`src/logic/tdbu_consts.svh`:
```
// offsets, field positions, write masks and reset values of the debug unit
`ifndef TDBU_CONSTS_SVH
`define TDBU_CONSTS_SVH
// processor-status space
`define TDBU_OFF_CAPTURE 8'h16
`define TDBU_OFF_STOP 8'h18
`define TDBU_OFF_SCRATCH 8'h20
`define TDBU_OFF_IB_ADDR 8'h30
`define TDBU_OFF_IB_CTRL 8'h40
`define TDBU_OFF_DW_ADDR1 8'h50
`define TDBU_OFF_DW_ADDR2 8'h60
`define TDBU_OFF_DW_CTRL 8'h70
`define TDBU_OFF_RW_MASK 8'h80
`define TDBU_OFF_RW_VALUE 8'h90
`define TDBU_OFF_RW_CTRL 8'h9c
// switch space
`define TDBU_OFF_PIN_CFG0 8'h10
`define TDBU_OFF_PIN_CFG1 8'h11
`define TDBU_OFF_ORIGIN 8'h1f
// tile configuration space
`define TDBU_OFF_TCFG_SCRATCH 8'h20
// decode masks
`define TDBU_GROUP4_MASK 8'hfc
`define TDBU_GROUP8_MASK 8'hf8
// field positions
`define TDBU_FLD_ENABLE 0
`define TDBU_FLD_NOTEQ 1
`define TDBU_FLD_ANY 1
`define TDBU_FLD_LOADS 2
`define TDBU_FLD_TMASK_HI 23
`define TDBU_FLD_TMASK_LO 16
`define TDBU_FLD_PIN_DRIVE 0
`define TDBU_FLD_PIN_REQ 1
`define TDBU_FLD_ORG_EXT 4
// writable bits
`define TDBU_WM_IB_CTRL 32'h00ff0003
`define TDBU_WM_DW_CTRL 32'h00ff0007
`define TDBU_WM_RW_CTRL 32'h00ff0001
`define TDBU_WM_STOP 32'h000000ff
`define TDBU_WM_PIN_CFG 32'h00000003
`define TDBU_WM_ORIGIN 32'h00000013
`define TDBU_RST_WORD 32'h00000000
`endif

```
`src/logic/tdbu_pkg.sv`:
```
// types shared by the debug unit files
package tdbu_pkg;
   typedef enum logic [1:0] {
      TDBU_SPACE_PS,
      TDBU_SPACE_SWITCH,
      TDBU_SPACE_TCFG,
      TDBU_SPACE_NONE
   } tdbu_space_t;
   typedef logic [31:0] tdbu_word_t;
   typedef logic [2:0] tdbu_thread_t;
endpackage

```
`src/logic/tdbu_debug_unit.sv`:
```
// tile debug breakpoint unit: breakpoints, watchpoints, debug line, scratch
// Function
// - data watch hit captures address; resource watch hit with no data watch hit captures id
// - eight-bit stop mask halts set threads whenever tile 0 is not in debug mode
// - eight scratch words shared by debug code and debugger, two spaces
// - four instruction breakpoint addresses compared with pc raise interrupt
// - control bits 23:16 enable per thread, reset to zero
// - instruction control bit 1 chooses break on equal or not equal
// - control bit 0 enables the breakpoint, resets to zero
// - four data watchpoints with two addresses and a control each
// - data control bit 2 makes the watchpoint fire on loads
// - data control bit 1 combines conditions: clear is and, set is or
// - four resource watchpoints with mask, value and control words
// - pin config bit 1 lets shared line request debug of that tile
// - pin config bit 0 lets tile debug flag drive shared line
// - origin register records latest line event: bit4 pin, bits1,0 tiles
// - security bit 0 blocks debugger access from outside
`include "tdbu_consts.svh"
`timescale 1ns/1ps
`default_nettype none
module tdbu_debug_unit (
   input wire logic clk_sys,
   input wire logic rst_n,
   // register access port
   input wire tdbu_pkg::tdbu_space_t reg_space,
   input wire logic reg_wr,
   input wire logic reg_rd,
   input wire logic [7:0] reg_addr,
   input wire tdbu_pkg::tdbu_word_t reg_wdata,
   output tdbu_pkg::tdbu_word_t reg_rdata,
   output logic reg_rvalid,
   // pipeline observation
   input wire logic pc_valid,
   input wire tdbu_pkg::tdbu_word_t pc,
   input wire tdbu_pkg::tdbu_thread_t pc_thread,
   input wire logic mem_valid,
   input wire logic mem_is_load,
   input wire tdbu_pkg::tdbu_word_t mem_addr,
   input wire tdbu_pkg::tdbu_thread_t mem_thread,
   input wire logic res_valid,
   input wire tdbu_pkg::tdbu_word_t res_id,
   input wire tdbu_pkg::tdbu_thread_t res_thread,
   output logic dbg_irq,
   output tdbu_pkg::tdbu_thread_t dbg_irq_thread,
   output logic [7:0] thread_stop,
   // shared debug line and tiles
   input wire logic [1:0] tile_in_debug_flag,
   input wire logic shared_debug_line_n_in,
   output logic shared_debug_line_n_out,
   output logic shared_debug_line_n_oe,
   output logic [1:0] tile_debug_req,
   // security copy
   input wire logic sec_jtag_disable,
   input wire logic jtag_access_req,
   output logic jtag_access_grant
);
   import tdbu_pkg::*;

   tdbu_word_t ib_addr_reg [4];
   tdbu_word_t ib_ctrl_reg [4];
   tdbu_word_t dw_addr1_reg [4];
   tdbu_word_t dw_addr2_reg [4];
   tdbu_word_t dw_ctrl_reg [4];
   tdbu_word_t rw_mask_reg [4];
   tdbu_word_t rw_value_reg [4];
   tdbu_word_t rw_ctrl_reg [4];
   tdbu_word_t capture_reg;
   tdbu_word_t stop_reg;
   tdbu_word_t pin_cfg_reg [2];
   tdbu_word_t origin_reg;
   tdbu_word_t rdata_reg;
   tdbu_word_t rd_next;
   tdbu_word_t scratch_rdata;
   logic scratch_sel_reg;
   logic [3:0] ib_hit;
   logic [3:0] dw_hit;
   logic [3:0] rw_hit;
   logic line_low_reg;
   logic line_event;
   logic [1:0] tile_drive;

   // decode
   logic ps_acc;
   logic sw_acc;
   logic tc_acc;
   logic [1:0] idx;
   logic scratch_hit;
   assign ps_acc = (reg_space == TDBU_SPACE_PS);
   assign sw_acc = (reg_space == TDBU_SPACE_SWITCH);
   // refused outside access when secured: reads give zero, writes dropped
   assign tc_acc = (reg_space == TDBU_SPACE_TCFG)
      && !sec_jtag_disable;
   assign idx = reg_addr[1:0];
   assign scratch_hit = ((reg_addr & `TDBU_GROUP8_MASK) == `TDBU_OFF_SCRATCH
      && ps_acc) || ((reg_addr & `TDBU_GROUP8_MASK) == `TDBU_OFF_TCFG_SCRATCH
      && tc_acc);
   assign jtag_access_grant = jtag_access_req && !sec_jtag_disable;

   function automatic logic grp(input logic [7:0] a, input logic [7:0] base);
      grp = ((a & `TDBU_GROUP4_MASK) == base);
   endfunction

   tdbu_scratch_mem u_scratch (
      .clk_sys(clk_sys),
      .rst_n(rst_n),
      .wr_en(reg_wr && scratch_hit),
      .rd_en(reg_rd && scratch_hit),
      .index(reg_addr[2:0]),
      .wdata(reg_wdata),
      .rdata(scratch_rdata)
   );

   // match logic, one lane per breakpoint index
   for (genvar i = 0; i < 4; i++) begin : g_match
      logic [7:0] ib_tm;
      logic [7:0] dw_tm;
      logic [7:0] rw_tm;
      logic cond_a;
      logic cond_b;
      logic dw_cond;
      assign ib_tm = ib_ctrl_reg[i][`TDBU_FLD_TMASK_HI:`TDBU_FLD_TMASK_LO];
      assign dw_tm = dw_ctrl_reg[i][`TDBU_FLD_TMASK_HI:`TDBU_FLD_TMASK_LO];
      assign rw_tm = rw_ctrl_reg[i][`TDBU_FLD_TMASK_HI:`TDBU_FLD_TMASK_LO];
      assign ib_hit[i] = pc_valid && ib_ctrl_reg[i][`TDBU_FLD_ENABLE]
         && ib_tm[pc_thread]
         && (ib_ctrl_reg[i][`TDBU_FLD_NOTEQ] ? (pc != ib_addr_reg[i])
            : (pc == ib_addr_reg[i]));
      assign cond_a = (mem_addr == dw_addr1_reg[i]);
      assign cond_b = (mem_addr == dw_addr2_reg[i]);
      assign dw_cond = dw_ctrl_reg[i][`TDBU_FLD_ANY] ? (cond_a || cond_b)
         : (cond_a && cond_b);
      // loads when bit 2 set, stores when clear
      assign dw_hit[i] = mem_valid && dw_ctrl_reg[i][`TDBU_FLD_ENABLE]
         && dw_tm[mem_thread] && dw_cond
         && (mem_is_load == dw_ctrl_reg[i][`TDBU_FLD_LOADS]);
      assign rw_hit[i] = res_valid && rw_ctrl_reg[i][`TDBU_FLD_ENABLE]
         && rw_tm[res_thread]
         && ((res_id & rw_mask_reg[i]) ==
            (rw_value_reg[i] & rw_mask_reg[i]));
   end

   // configuration registers
   always_ff @(posedge clk_sys) begin
      if (!rst_n) begin
         for (int i = 0; i < 4; i++) begin
            ib_addr_reg[i] <= `TDBU_RST_WORD;
            ib_ctrl_reg[i] <= `TDBU_RST_WORD;
            dw_addr1_reg[i] <= `TDBU_RST_WORD;
            dw_addr2_reg[i] <= `TDBU_RST_WORD;
            dw_ctrl_reg[i] <= `TDBU_RST_WORD;
            rw_mask_reg[i] <= `TDBU_RST_WORD;
            rw_value_reg[i] <= `TDBU_RST_WORD;
            rw_ctrl_reg[i] <= `TDBU_RST_WORD;
         end
         stop_reg <= `TDBU_RST_WORD;
      end else if (reg_wr && ps_acc) begin
         if (grp(reg_addr, `TDBU_OFF_IB_ADDR)) begin
            ib_addr_reg[idx] <= reg_wdata;
         end
         if (grp(reg_addr, `TDBU_OFF_IB_CTRL)) begin
            ib_ctrl_reg[idx] <= reg_wdata & `TDBU_WM_IB_CTRL;
         end
         if (grp(reg_addr, `TDBU_OFF_DW_ADDR1)) begin
            dw_addr1_reg[idx] <= reg_wdata;
         end
         if (grp(reg_addr, `TDBU_OFF_DW_ADDR2)) begin
            dw_addr2_reg[idx] <= reg_wdata;
         end
         if (grp(reg_addr, `TDBU_OFF_DW_CTRL)) begin
            dw_ctrl_reg[idx] <= reg_wdata & `TDBU_WM_DW_CTRL;
         end
         if (grp(reg_addr, `TDBU_OFF_RW_MASK)) begin
            rw_mask_reg[idx] <= reg_wdata;
         end
         if (grp(reg_addr, `TDBU_OFF_RW_VALUE)) begin
            rw_value_reg[idx] <= reg_wdata;
         end
         if (grp(reg_addr, `TDBU_OFF_RW_CTRL)) begin
            rw_ctrl_reg[idx] <= reg_wdata & `TDBU_WM_RW_CTRL;
         end
         if (reg_addr == `TDBU_OFF_STOP) begin
            stop_reg <= reg_wdata & `TDBU_WM_STOP;
         end
      end
   end

   // threads named in the stop mask may only run while tile 0 is in debug mode
   assign thread_stop = tile_in_debug_flag[0] ? 8'h00 : stop_reg[7:0];

   // interrupt raise and capture; a hit beats a software write
   always_ff @(posedge clk_sys) begin
      if (!rst_n) begin
         capture_reg <= `TDBU_RST_WORD;
         dbg_irq <= 1'b0;
         dbg_irq_thread <= '0;
      end else begin
         dbg_irq <= |{ib_hit, dw_hit, rw_hit};
         if (|ib_hit) begin
            dbg_irq_thread <= pc_thread;
         end else if (|dw_hit) begin
            dbg_irq_thread <= mem_thread;
         end else if (|rw_hit) begin
            dbg_irq_thread <= res_thread;
         end
         if (|dw_hit) begin
            capture_reg <= mem_addr;
         end else if (|rw_hit) begin
            capture_reg <= res_id;
         end else if (reg_wr && ps_acc && reg_addr == `TDBU_OFF_CAPTURE) begin
            capture_reg <= reg_wdata;
         end
      end
   end

   // shared debug line, active low, open drain
   for (genvar t = 0; t < 2; t++) begin : g_tile
      assign tile_drive[t] = pin_cfg_reg[t][`TDBU_FLD_PIN_DRIVE]
         && tile_in_debug_flag[t];
      assign tile_debug_req[t] = pin_cfg_reg[t][`TDBU_FLD_PIN_REQ]
         && !shared_debug_line_n_in;
   end
   assign shared_debug_line_n_out = 1'b0;
   assign shared_debug_line_n_oe = |tile_drive;
   assign line_event = !shared_debug_line_n_in && !line_low_reg;

   always_ff @(posedge clk_sys) begin
      if (!rst_n) begin
         pin_cfg_reg[0] <= `TDBU_RST_WORD;
         pin_cfg_reg[1] <= `TDBU_RST_WORD;
         origin_reg <= `TDBU_RST_WORD;
         line_low_reg <= 1'b0;
      end else begin
         line_low_reg <= !shared_debug_line_n_in;
         if (reg_wr && sw_acc && reg_addr == `TDBU_OFF_PIN_CFG0) begin
            pin_cfg_reg[0] <= reg_wdata & `TDBU_WM_PIN_CFG;
         end
         if (reg_wr && sw_acc && reg_addr == `TDBU_OFF_PIN_CFG1) begin
            pin_cfg_reg[1] <= reg_wdata & `TDBU_WM_PIN_CFG;
         end
         // a new event overwrites whatever software left there
         if (line_event) begin
            origin_reg <= {27'h0000000, ~|tile_drive, 2'b00,
               tile_drive};
         end else if (reg_wr && sw_acc && reg_addr == `TDBU_OFF_ORIGIN) begin
            origin_reg <= reg_wdata & `TDBU_WM_ORIGIN;
         end
      end
   end

   // read path
   always_comb begin
      rd_next = `TDBU_RST_WORD;
      if (ps_acc) begin
         if (reg_addr == `TDBU_OFF_CAPTURE) rd_next = capture_reg;
         if (reg_addr == `TDBU_OFF_STOP) rd_next = stop_reg;
         if (grp(reg_addr, `TDBU_OFF_IB_ADDR)) rd_next = ib_addr_reg[idx];
         if (grp(reg_addr, `TDBU_OFF_IB_CTRL)) rd_next = ib_ctrl_reg[idx];
         if (grp(reg_addr, `TDBU_OFF_DW_ADDR1)) rd_next = dw_addr1_reg[idx];
         if (grp(reg_addr, `TDBU_OFF_DW_ADDR2)) rd_next = dw_addr2_reg[idx];
         if (grp(reg_addr, `TDBU_OFF_DW_CTRL)) rd_next = dw_ctrl_reg[idx];
         if (grp(reg_addr, `TDBU_OFF_RW_MASK)) rd_next = rw_mask_reg[idx];
         if (grp(reg_addr, `TDBU_OFF_RW_VALUE)) rd_next = rw_value_reg[idx];
         if (grp(reg_addr, `TDBU_OFF_RW_CTRL)) rd_next = rw_ctrl_reg[idx];
      end else if (sw_acc) begin
         if (reg_addr == `TDBU_OFF_PIN_CFG0) rd_next = pin_cfg_reg[0];
         if (reg_addr == `TDBU_OFF_PIN_CFG1) rd_next = pin_cfg_reg[1];
         if (reg_addr == `TDBU_OFF_ORIGIN) rd_next = origin_reg;
      end
   end

   always_ff @(posedge clk_sys) begin
      if (!rst_n) begin
         rdata_reg <= `TDBU_RST_WORD;
         scratch_sel_reg <= 1'b0;
         reg_rvalid <= 1'b0;
      end else begin
         reg_rvalid <= reg_rd;
         if (reg_rd) begin
            rdata_reg <= rd_next;
            scratch_sel_reg <= scratch_hit;
         end
      end
   end
   // both sources are flops; the select only picks one
   assign reg_rdata = scratch_sel_reg ? scratch_rdata : rdata_reg;

   // checks
   a_stop_gate: assert property (@(posedge clk_sys) disable iff (!rst_n)
      !tile_in_debug_flag[0] |-> thread_stop == stop_reg[7:0])
      else $error("stop mask not applied outside debug");
   a_capture_addr: assert property (@(posedge clk_sys) disable iff (!rst_n)
      |dw_hit |=> capture_reg == $past(mem_addr))
      else $error("data watch address not captured");
   a_capture_res: assert property (@(posedge clk_sys) disable iff (!rst_n)
      (|rw_hit && !(|dw_hit)) |=> capture_reg == $past(res_id))
      else $error("resource id not captured");
   a_ib_equal: assert property (@(posedge clk_sys) disable iff (!rst_n)
      pc_valid && ib_ctrl_reg[0][0] && !ib_ctrl_reg[0][1]
      && ib_ctrl_reg[0][16 + pc_thread] && pc == ib_addr_reg[0]
      |=> dbg_irq && dbg_irq_thread == $past(pc_thread))
      else $error("equal breakpoint did not interrupt");
   a_ib_noteq: assert property (@(posedge clk_sys) disable iff (!rst_n)
      ib_hit[1] && ib_ctrl_reg[1][1] |-> pc != ib_addr_reg[1])
      else $error("not-equal breakpoint fired on equal pc");
   a_mask_off: assert property (@(posedge clk_sys) disable iff (!rst_n)
      dw_ctrl_reg[0][23:16] == 8'h00 |-> !dw_hit[0])
      else $error("watchpoint fired with empty thread mask");
   a_dw_and: assert property (@(posedge clk_sys) disable iff (!rst_n)
      dw_hit[2] && !dw_ctrl_reg[2][1] |-> mem_addr == dw_addr1_reg[2]
      && mem_addr == dw_addr2_reg[2])
      else $error("and-combined watchpoint fired on one condition");
   a_dw_kind: assert property (@(posedge clk_sys) disable iff (!rst_n)
      dw_hit[2] |-> mem_is_load == dw_ctrl_reg[2][2])
      else $error("watchpoint fired on wrong access kind");
   a_rw_match: assert property (@(posedge clk_sys) disable iff (!rst_n)
      rw_hit[3] |-> ((res_id ^ rw_value_reg[3]) & rw_mask_reg[3]) == 0
      && rw_ctrl_reg[3][0])
      else $error("resource watch fired without match");
   a_line_req: assert property (@(posedge clk_sys) disable iff (!rst_n)
      tile_debug_req[1] |-> !shared_debug_line_n_in
      && pin_cfg_reg[1][1])
      else $error("debug request without line and enable");
   a_line_drive: assert property (@(posedge clk_sys) disable iff (!rst_n)
      tile_in_debug_flag[0] && pin_cfg_reg[0][0]
      |-> shared_debug_line_n_oe)
      else $error("tile in debug did not drive line");
   a_origin_ext: assert property (@(posedge clk_sys) disable iff (!rst_n)
      line_event && !(|tile_drive) |=> origin_reg == 32'h00000010)
      else $error("external origin not recorded");
   a_jtag_refuse: assert property (@(posedge clk_sys) disable iff (!rst_n)
      reg_rd && reg_space == TDBU_SPACE_TCFG && sec_jtag_disable
      |=> reg_rvalid && reg_rdata == 32'h0)
      else $error("secured space returned data");
endmodule
`default_nettype wire

```
`src/logic/tdbu_scratch_mem.sv`:
```
// eight-word scratch store with registered read data
`timescale 1ns/1ps
`default_nettype none
module tdbu_scratch_mem (
   input wire logic clk_sys,
   input wire logic rst_n,
   input wire logic wr_en,
   input wire logic rd_en,
   input wire logic [2:0] index,
   input wire tdbu_pkg::tdbu_word_t wdata,
   output tdbu_pkg::tdbu_word_t rdata
);
   import tdbu_pkg::*;
   tdbu_word_t mem_reg [8];
   always_ff @(posedge clk_sys) begin
      if (!rst_n) begin
         for (int i = 0; i < 8; i++) begin
            mem_reg[i] <= '0;
         end
      end else if (wr_en) begin
         mem_reg[index] <= wdata;
      end
   end
   always_ff @(posedge clk_sys) begin
      if (!rst_n) begin
         rdata <= '0;
      end else if (rd_en) begin
         rdata <= mem_reg[index];
      end
   end
endmodule
`default_nettype wire

```
`config.mk`:
```
export PLATFORM = sky130hd
export DESIGN_NAME = tdbu_debug_unit
export DESIGN_NICKNAME = d
export VERILOG_FILES = /design/src/logic/tdbu_pkg.sv /design/src/logic/tdbu_debug_unit.sv /design/src/logic/tdbu_scratch_mem.sv
export VERILOG_INCLUDE_DIRS = /design/src /design/src/logic
export SDC_FILE = /design/constraint.sdc
export NUM_CORES = 2
export LEC_CHECK = 0
export ABC_CLOCK_PERIOD_IN_PS = 9800
export BUFFER_PORTS_ARGS = -buffer_cell sky130_fd_sc_hd__buf_2
export CORE_MARGIN = 1.5
export CORE_UTILIZATION = 52
export CTS_BUF_LIST = sky130_fd_sc_hd__clkbuf_4 sky130_fd_sc_hd__clkbuf_8
export DETAILED_ROUTE_END_ITERATION = 12
export PLACE_DENSITY = 0.74
export SYNTH_ARGS = -nofsm -noshare
export SYNTH_HDL_FRONTEND = slang
export SYNTH_SLANG_ARGS = --single-unit
```
`constraint.sdc`:
```
create_clock -name clk_sys -period 9.8 [get_ports clk_sys]
set_clock_uncertainty 0.2 [all_clocks]
set_input_delay 0.98 -clock clk_sys [delete_from_list [all_inputs] [get_ports clk_sys]]
set_output_delay 0.98 -clock clk_sys [all_outputs]
set_load 0.03 [all_outputs]
```
Yosys cells after proc, flatten, opt, wreduce, memory -nomap -nowiden
Memory sizes are Yosys's and may differ from the RTL's. A register that Yosys moved wholly into a read port is not among the register bits.
Index checks and enable logic that the tools add are counted.
{"block": "word_totals", "reg_bits": 82, "mem_bits_rw": 1020, "in_bits": 160, "output_inout_bits": 50, "word_cells": 290, "memories": 10}
{"name": "u_scratch.mem_reg", "words": 8, "width": 32, "read_ports": 1, "rd_clocked_by_memory_dff": 1, "wr": 8, "line": "tdbu_scratch_mem.sv:14", "text": "tdbu_word_t mem_reg [8];"}
{"name": "dw_addr1_reg", "words": 4, "width": 32, "read_ports": 5, "rd_clocked_by_memory_dff": 0, "wr": 4, "line": "tdbu_debug_unit.sv:61", "text": "tdbu_word_t dw_addr1_reg [4];"}
{"name": "dw_addr2_reg", "words": 4, "width": 32, "read_ports": 5, "rd_clocked_by_memory_dff": 0, "wr": 4, "line": "tdbu_debug_unit.sv:62", "text": "tdbu_word_t dw_addr2_reg [4];"}
{"name": "ib_addr_reg", "words": 4, "width": 32, "read_ports": 5, "rd_clocked_by_memory_dff": 0, "wr": 4, "line": "tdbu_debug_unit.sv:59", "text": "tdbu_word_t ib_addr_reg [4];"}
{"name": "rw_mask_reg", "words": 4, "width": 32, "read_ports": 5, "rd_clocked_by_memory_dff": 0, "wr": 4, "line": "tdbu_debug_unit.sv:64", "text": "tdbu_word_t rw_mask_reg [4];"}
{"name": "rw_value_reg", "words": 4, "width": 32, "read_ports": 5, "rd_clocked_by_memory_dff": 0, "wr": 4, "line": "tdbu_debug_unit.sv:65", "text": "tdbu_word_t rw_value_reg [4];"}
{"name": "4 more memories"}
{"block": "classes", "n_lt_le_gt_ge": 3, "n_eq_ne": 40, "mux": 128, "n_bitwise": 10, "reduce_logical": 90}
{"cell": "2-to-1 mux 32 bit", "count": 25}
{"cell": "equality test 32 bit", "count": 16}
{"cell": "AND 32 bit", "count": 8}
{"cell": "OR reduction 32 bit", "count": 6}
{"cell": "!= test 32 bit", "count": 4}
{"cell": "2-to-1 mux 1 bit", "count": 71}
{"cell": "logical AND 1 bit", "count": 61}
{"cell": "equality test 8 x 5 -> 1 bit, second input constant", "count": 5}
{"cell": "binary-select mux 1 bit (select 3 bit)", "count": 12}
{"cell": "equality test 6 x 5 -> 1 bit, second input constant", "count": 4}
{"cell": "2-to-1 mux 2 bit", "count": 10}
{"cell": "equality test 6 bit, second input constant", "count": 3}
{"cell": "less-than comparator 3 x 4 -> 1 bit, second input constant", "count": 3}
{"cell": "2-to-1 mux 3 bit", "count": 4}
{"cell": "OR reduction 12 bit", "count": 1}
{"cell": "OR reduction 4 bit", "count": 3}
{"cell": "2-to-1 mux 11 bit", "count": 1}
{"cell": "OR reduction 11 bit", "count": 1}
{"cell": "2-to-1 mux 10 bit", "count": 1}
{"cell": "2-to-1 mux 5 bit", "count": 2}
{"cell": "OR reduction 10 bit", "count": 1}
{"cell": "2-to-1 mux 9 bit", "count": 1}
{"cell": "OR reduction 9 bit", "count": 1}
{"cell": "2-to-1 mux 8 bit", "count": 1}
{"cell": "other kinds (13)", "count": 26}

Longest topological paths before layout
{"block": "depth", "depth_word": 12, "ltp_mapped": 12, "ltp_nobuf": 9}

By module
A second synthesis with hierarchy kept.
{"block": "unflattened", "hier_cells": 4593, "area_unflattened_um2": 57705.3}
{"module": "tdbu_debug_unit", "n_inst": 1, "cells_per_inst": 3675, "area_each_um2": 44924.3, "seq_area_each_um2": 24583.6}
{"module": "tdbu_scratch_mem", "n_inst": 1, "cells_per_inst": 918, "area_each_um2": 12781.0, "seq_area_each_um2": 8328.0}

Worst setup path after synthesis
No wires, ideal clock.
{"block": "synth_path", "kind": "in2reg", "from": "input reg_addr[1]", "to": "memory dw_addr1_reg[2][0] (netlist name), enable pin", "setup_ps": 466, "arrival_ps": 4905, "setup_slack_ps": 4229, "cell_stages": 7, "path_cell_list": "clkbuf_1 > buf_2 > buf_1 > clkbuf_1 > buf_2 > nand3b_1 > o21ai_0"}
{"element": "start, declared", "line": "tdbu_debug_unit.sv:28", "text": "input wire logic [7:0] reg_addr,"}
{"element": "end, declared", "line": "tdbu_debug_unit.sv:61"}

==> reports/qor.txt <==
CTS resizes: 0
Number of flops mapped to enable cells by yosys: 1020
Post-Syn Area: 0.0572 mm²
Post-CTS Setup Bufs: 0
Vias in the first global route: 40652
CTS Root Buffer Type: clkbuf_8
Worst Path Arrival: 4.84 ns
CP bufs+invs: 5
Number of flip-flops in the largest register: 256
PortBufs: 208
CTS Buffer Depth: 3
Largest net degree at the start of global routing: 104
Sequential area share after synthesis: 57.5%
Critical path endpoint: ib_ctrl_reg[2][3]
Yosys top cell area share: 53.5%
Total GRT Usage: 39.1%
H-tree levels: 4
Synthesized Nets: 4910
Reg2Reg Capture Point: capture_reg[25]
DP HPWL: 151000 µm
Reg2Reg Setup Slack: 5.75 ns
Die H: 335 µm
Power density cells: 176 mW/mm²
DR vias/cell: 6.74
Max rail drop VDD: 0.000135 V
Vias: 43306
Setup TNS: 0 ns
Path type of the worst min-delay path: in2reg
Async S/R FF share, synth: 0%
Max-slew violations: 0
Fill count: 8819
Most common cell on crit path: buf_4
Max-Slew Margin vs Limit: 15.5%
Die Wd: 335 µm
Drt total wl: 221000 µm
RSZ-0062 raised after global routing: false
Initial DRC Count: 7718
CP Cell Sequence: buf_8, nand2b_4, buf_4, buf_4, buf_4, o21ai_0, buf_4
Std-Cell Rows: 121
Leading cell type in the layout, fill and taps excluded: edfxtp_1
Cts bufs inserted: 185
Setup Viol. Count Final: 0
Clock transition at path regs: 0.06 ns
XOR/XNOR Fraction of Synth Area: 7.96%
Worst path required time: 10.24 ns
Hold Fails Final Rpt: 0
Reg2reg path depth: 8
Count of nets after finishing: 4991
Syn. warnings: 0
Routed WL per cell: 34.4 µm
Pleak: 22.5 nW
Startpoint types: input port
Gate Count Post-Synth: 4750
Crit path capture type: register
Register area: 0.0329 mm²
Shortest period the worst path allows: 4.40 ns
Die area: 0.112 mm²
Post-synthesis adder-cell area fraction: 0.0525%
Worst path top cell family by delay: buffers and inverters
Remaining DRCs: 0
CTS tree: built
Cell Count, Final, Fillers Out: 6427
Clock Latency Late Sink: 0.90 ns
First-pass GRT wire length: 306000 µm
Pre-CTS setup slack: 4.63 ns
Type of the worst setup path: in2reg
Final Util: 58.1%
GP Congestion: 1.06
GR Overflow Total: 0
Max-Cap Viols: 0
Max Fclk: 227 MHz
Initial Util: 52.5%
First-pass DRT Iterations: 9
Post-Synth Simple-Gate Area: 13.3%
Area leader, netlist: edfxtp_1
Pwr Total: 11.2 mW
Multi-input gate area: 0.0221 mm²
Synth Area per Inst: 12.1 µm²
Compound-cell area share of the yosys netlist: 4.42%
Crit-path max FO: 65
Fin Hold WS: 0.154 ns
Synth-to-Final Area Change: 10.7%
Status: finished, final reports clean
Hold buffers post-CTS: 0
Synth cell types: 61
Share of layout cells above drive strength 1: 20.0%
Initial antenna violation count: 30
Core Area: 0.109 mm²
WP depth: 7
Placed Cells: 6058
Mux share of post-synthesis cell area: 12.2%
Reg2reg start: rw_ctrl_reg[1][6]
Most used flip-flop cell after synthesis: edfxtp_1
Most frequent cells in the layout: 1020 x edfxtp_1, 655 x nor2_1, 466 x nand2_1
# clock sinks: 1134
Worst setup path startpoint: reg_addr[0]
Tcrit/Tclk final: 44.9%
Main combinational cell family by area after synthesis: simple AND/OR/NAND/NOR gates
Dpl cell area: 0.0596 mm²
Ports: 210
Final worst setup slack: 5.40 ns
Synth top area cells: edfxtp_1 54%, mux4_2 10%, xor2_1 4.9%
Final Instance Area: 0.0634 mm²
Critical Path Slowest Stage Cell: buf_4
Crit-path max cell delay: 0.86 ns
Worst Tran Pin Value: 1.27 ns
Final ANT Viol Nets: 0
Seq cells post-synth: 1134
[cells by family after synthesis]
family,after synthesis
buf+inv,664
compound gates,349
flops,1134
xor+xnor,520
simple gates,1729
fa+ha+maj,3
other cells,1
mux,350
[Yosys cell counts, types with 16 or more instances]
master and n:
nand4_1 136, a21oi_1 35, nor4_1 74, nor2_1 662
xnor2_1 200, dfxtp_1 114, nand3_1 60, a311oi_1 32
o21ai_0 47, nor3_1 277, clkinv_1 34, xor2_1 320
edfxtp_1 1020, buf_2 51, nand2_1 469, buf_1 45
nor2b_1 16, o22ai_1 24, o221ai_1 30, clkbuf_1 299
mux2_2 69, mux4_2 262, a22oi_1 134, inv_1 223
[layout make-up]
type	count	share of cell area (%)
Antenna cell	27	0.107
Sequential cell	1134	51.9
Timing Repair Buffer	301	2.84
Multi-Input combinational cell	2952	34.9
Tap cell	1414	2.79
Inverter	257	1.52
Clock inverter	86	0.918
Clock buffer	256	4.99
[where the power goes]
part | switching [mW] | internal [mW]
clock network | 2.01 | 2.23
registers | 0.145 | 5.48
logic | 0.886 | 0.401
[worst reg2reg max path: cells and delay by family (launching register included)]
family          cells  cell delay [ns]
compound gates      2             0.40
buf+inv             1             0.36
flops               1             0.39
mux                 2             1.09
simple gates        3             1.53
[routing by layer]
metal | vias to the layer above | GRT usage [%] | routed length [µm] | share of wire [%]
li1 | 17489 | - | - | -
met1 | 21125 | 49.8 | 74000 | 34
met2 | 3903 | 55.5 | 92700 | 42
met3 | 777 | 15.0 | 36300 | 16
met4 | 12 | 26.0 | 17700 | 8.0
met5 | - | 0 | 86 | 0.039
[how the worst min path moves through the flow]
stage	startpoint	endpoint	slack [ns]	cells after the start
2_1_floorplan	rdata_reg[0]	rdata_reg[0]	0.24	2
3_3_place_gp	u_scratch.rdata[27]	u_scratch.rdata[27]	0.28	2
3_5_place_dp	u_scratch.rdata[10]	u_scratch.rdata[10]	0.29	2
4_1_cts	shared_debug_line_n_in	line_low_reg	0.12	2
5_1_grt	shared_debug_line_n_in	line_low_reg	0.14	2
6_report	shared_debug_line_n_in	line_low_reg	0.15	2
Note: power is estimated with default switching activity, not from simulation.
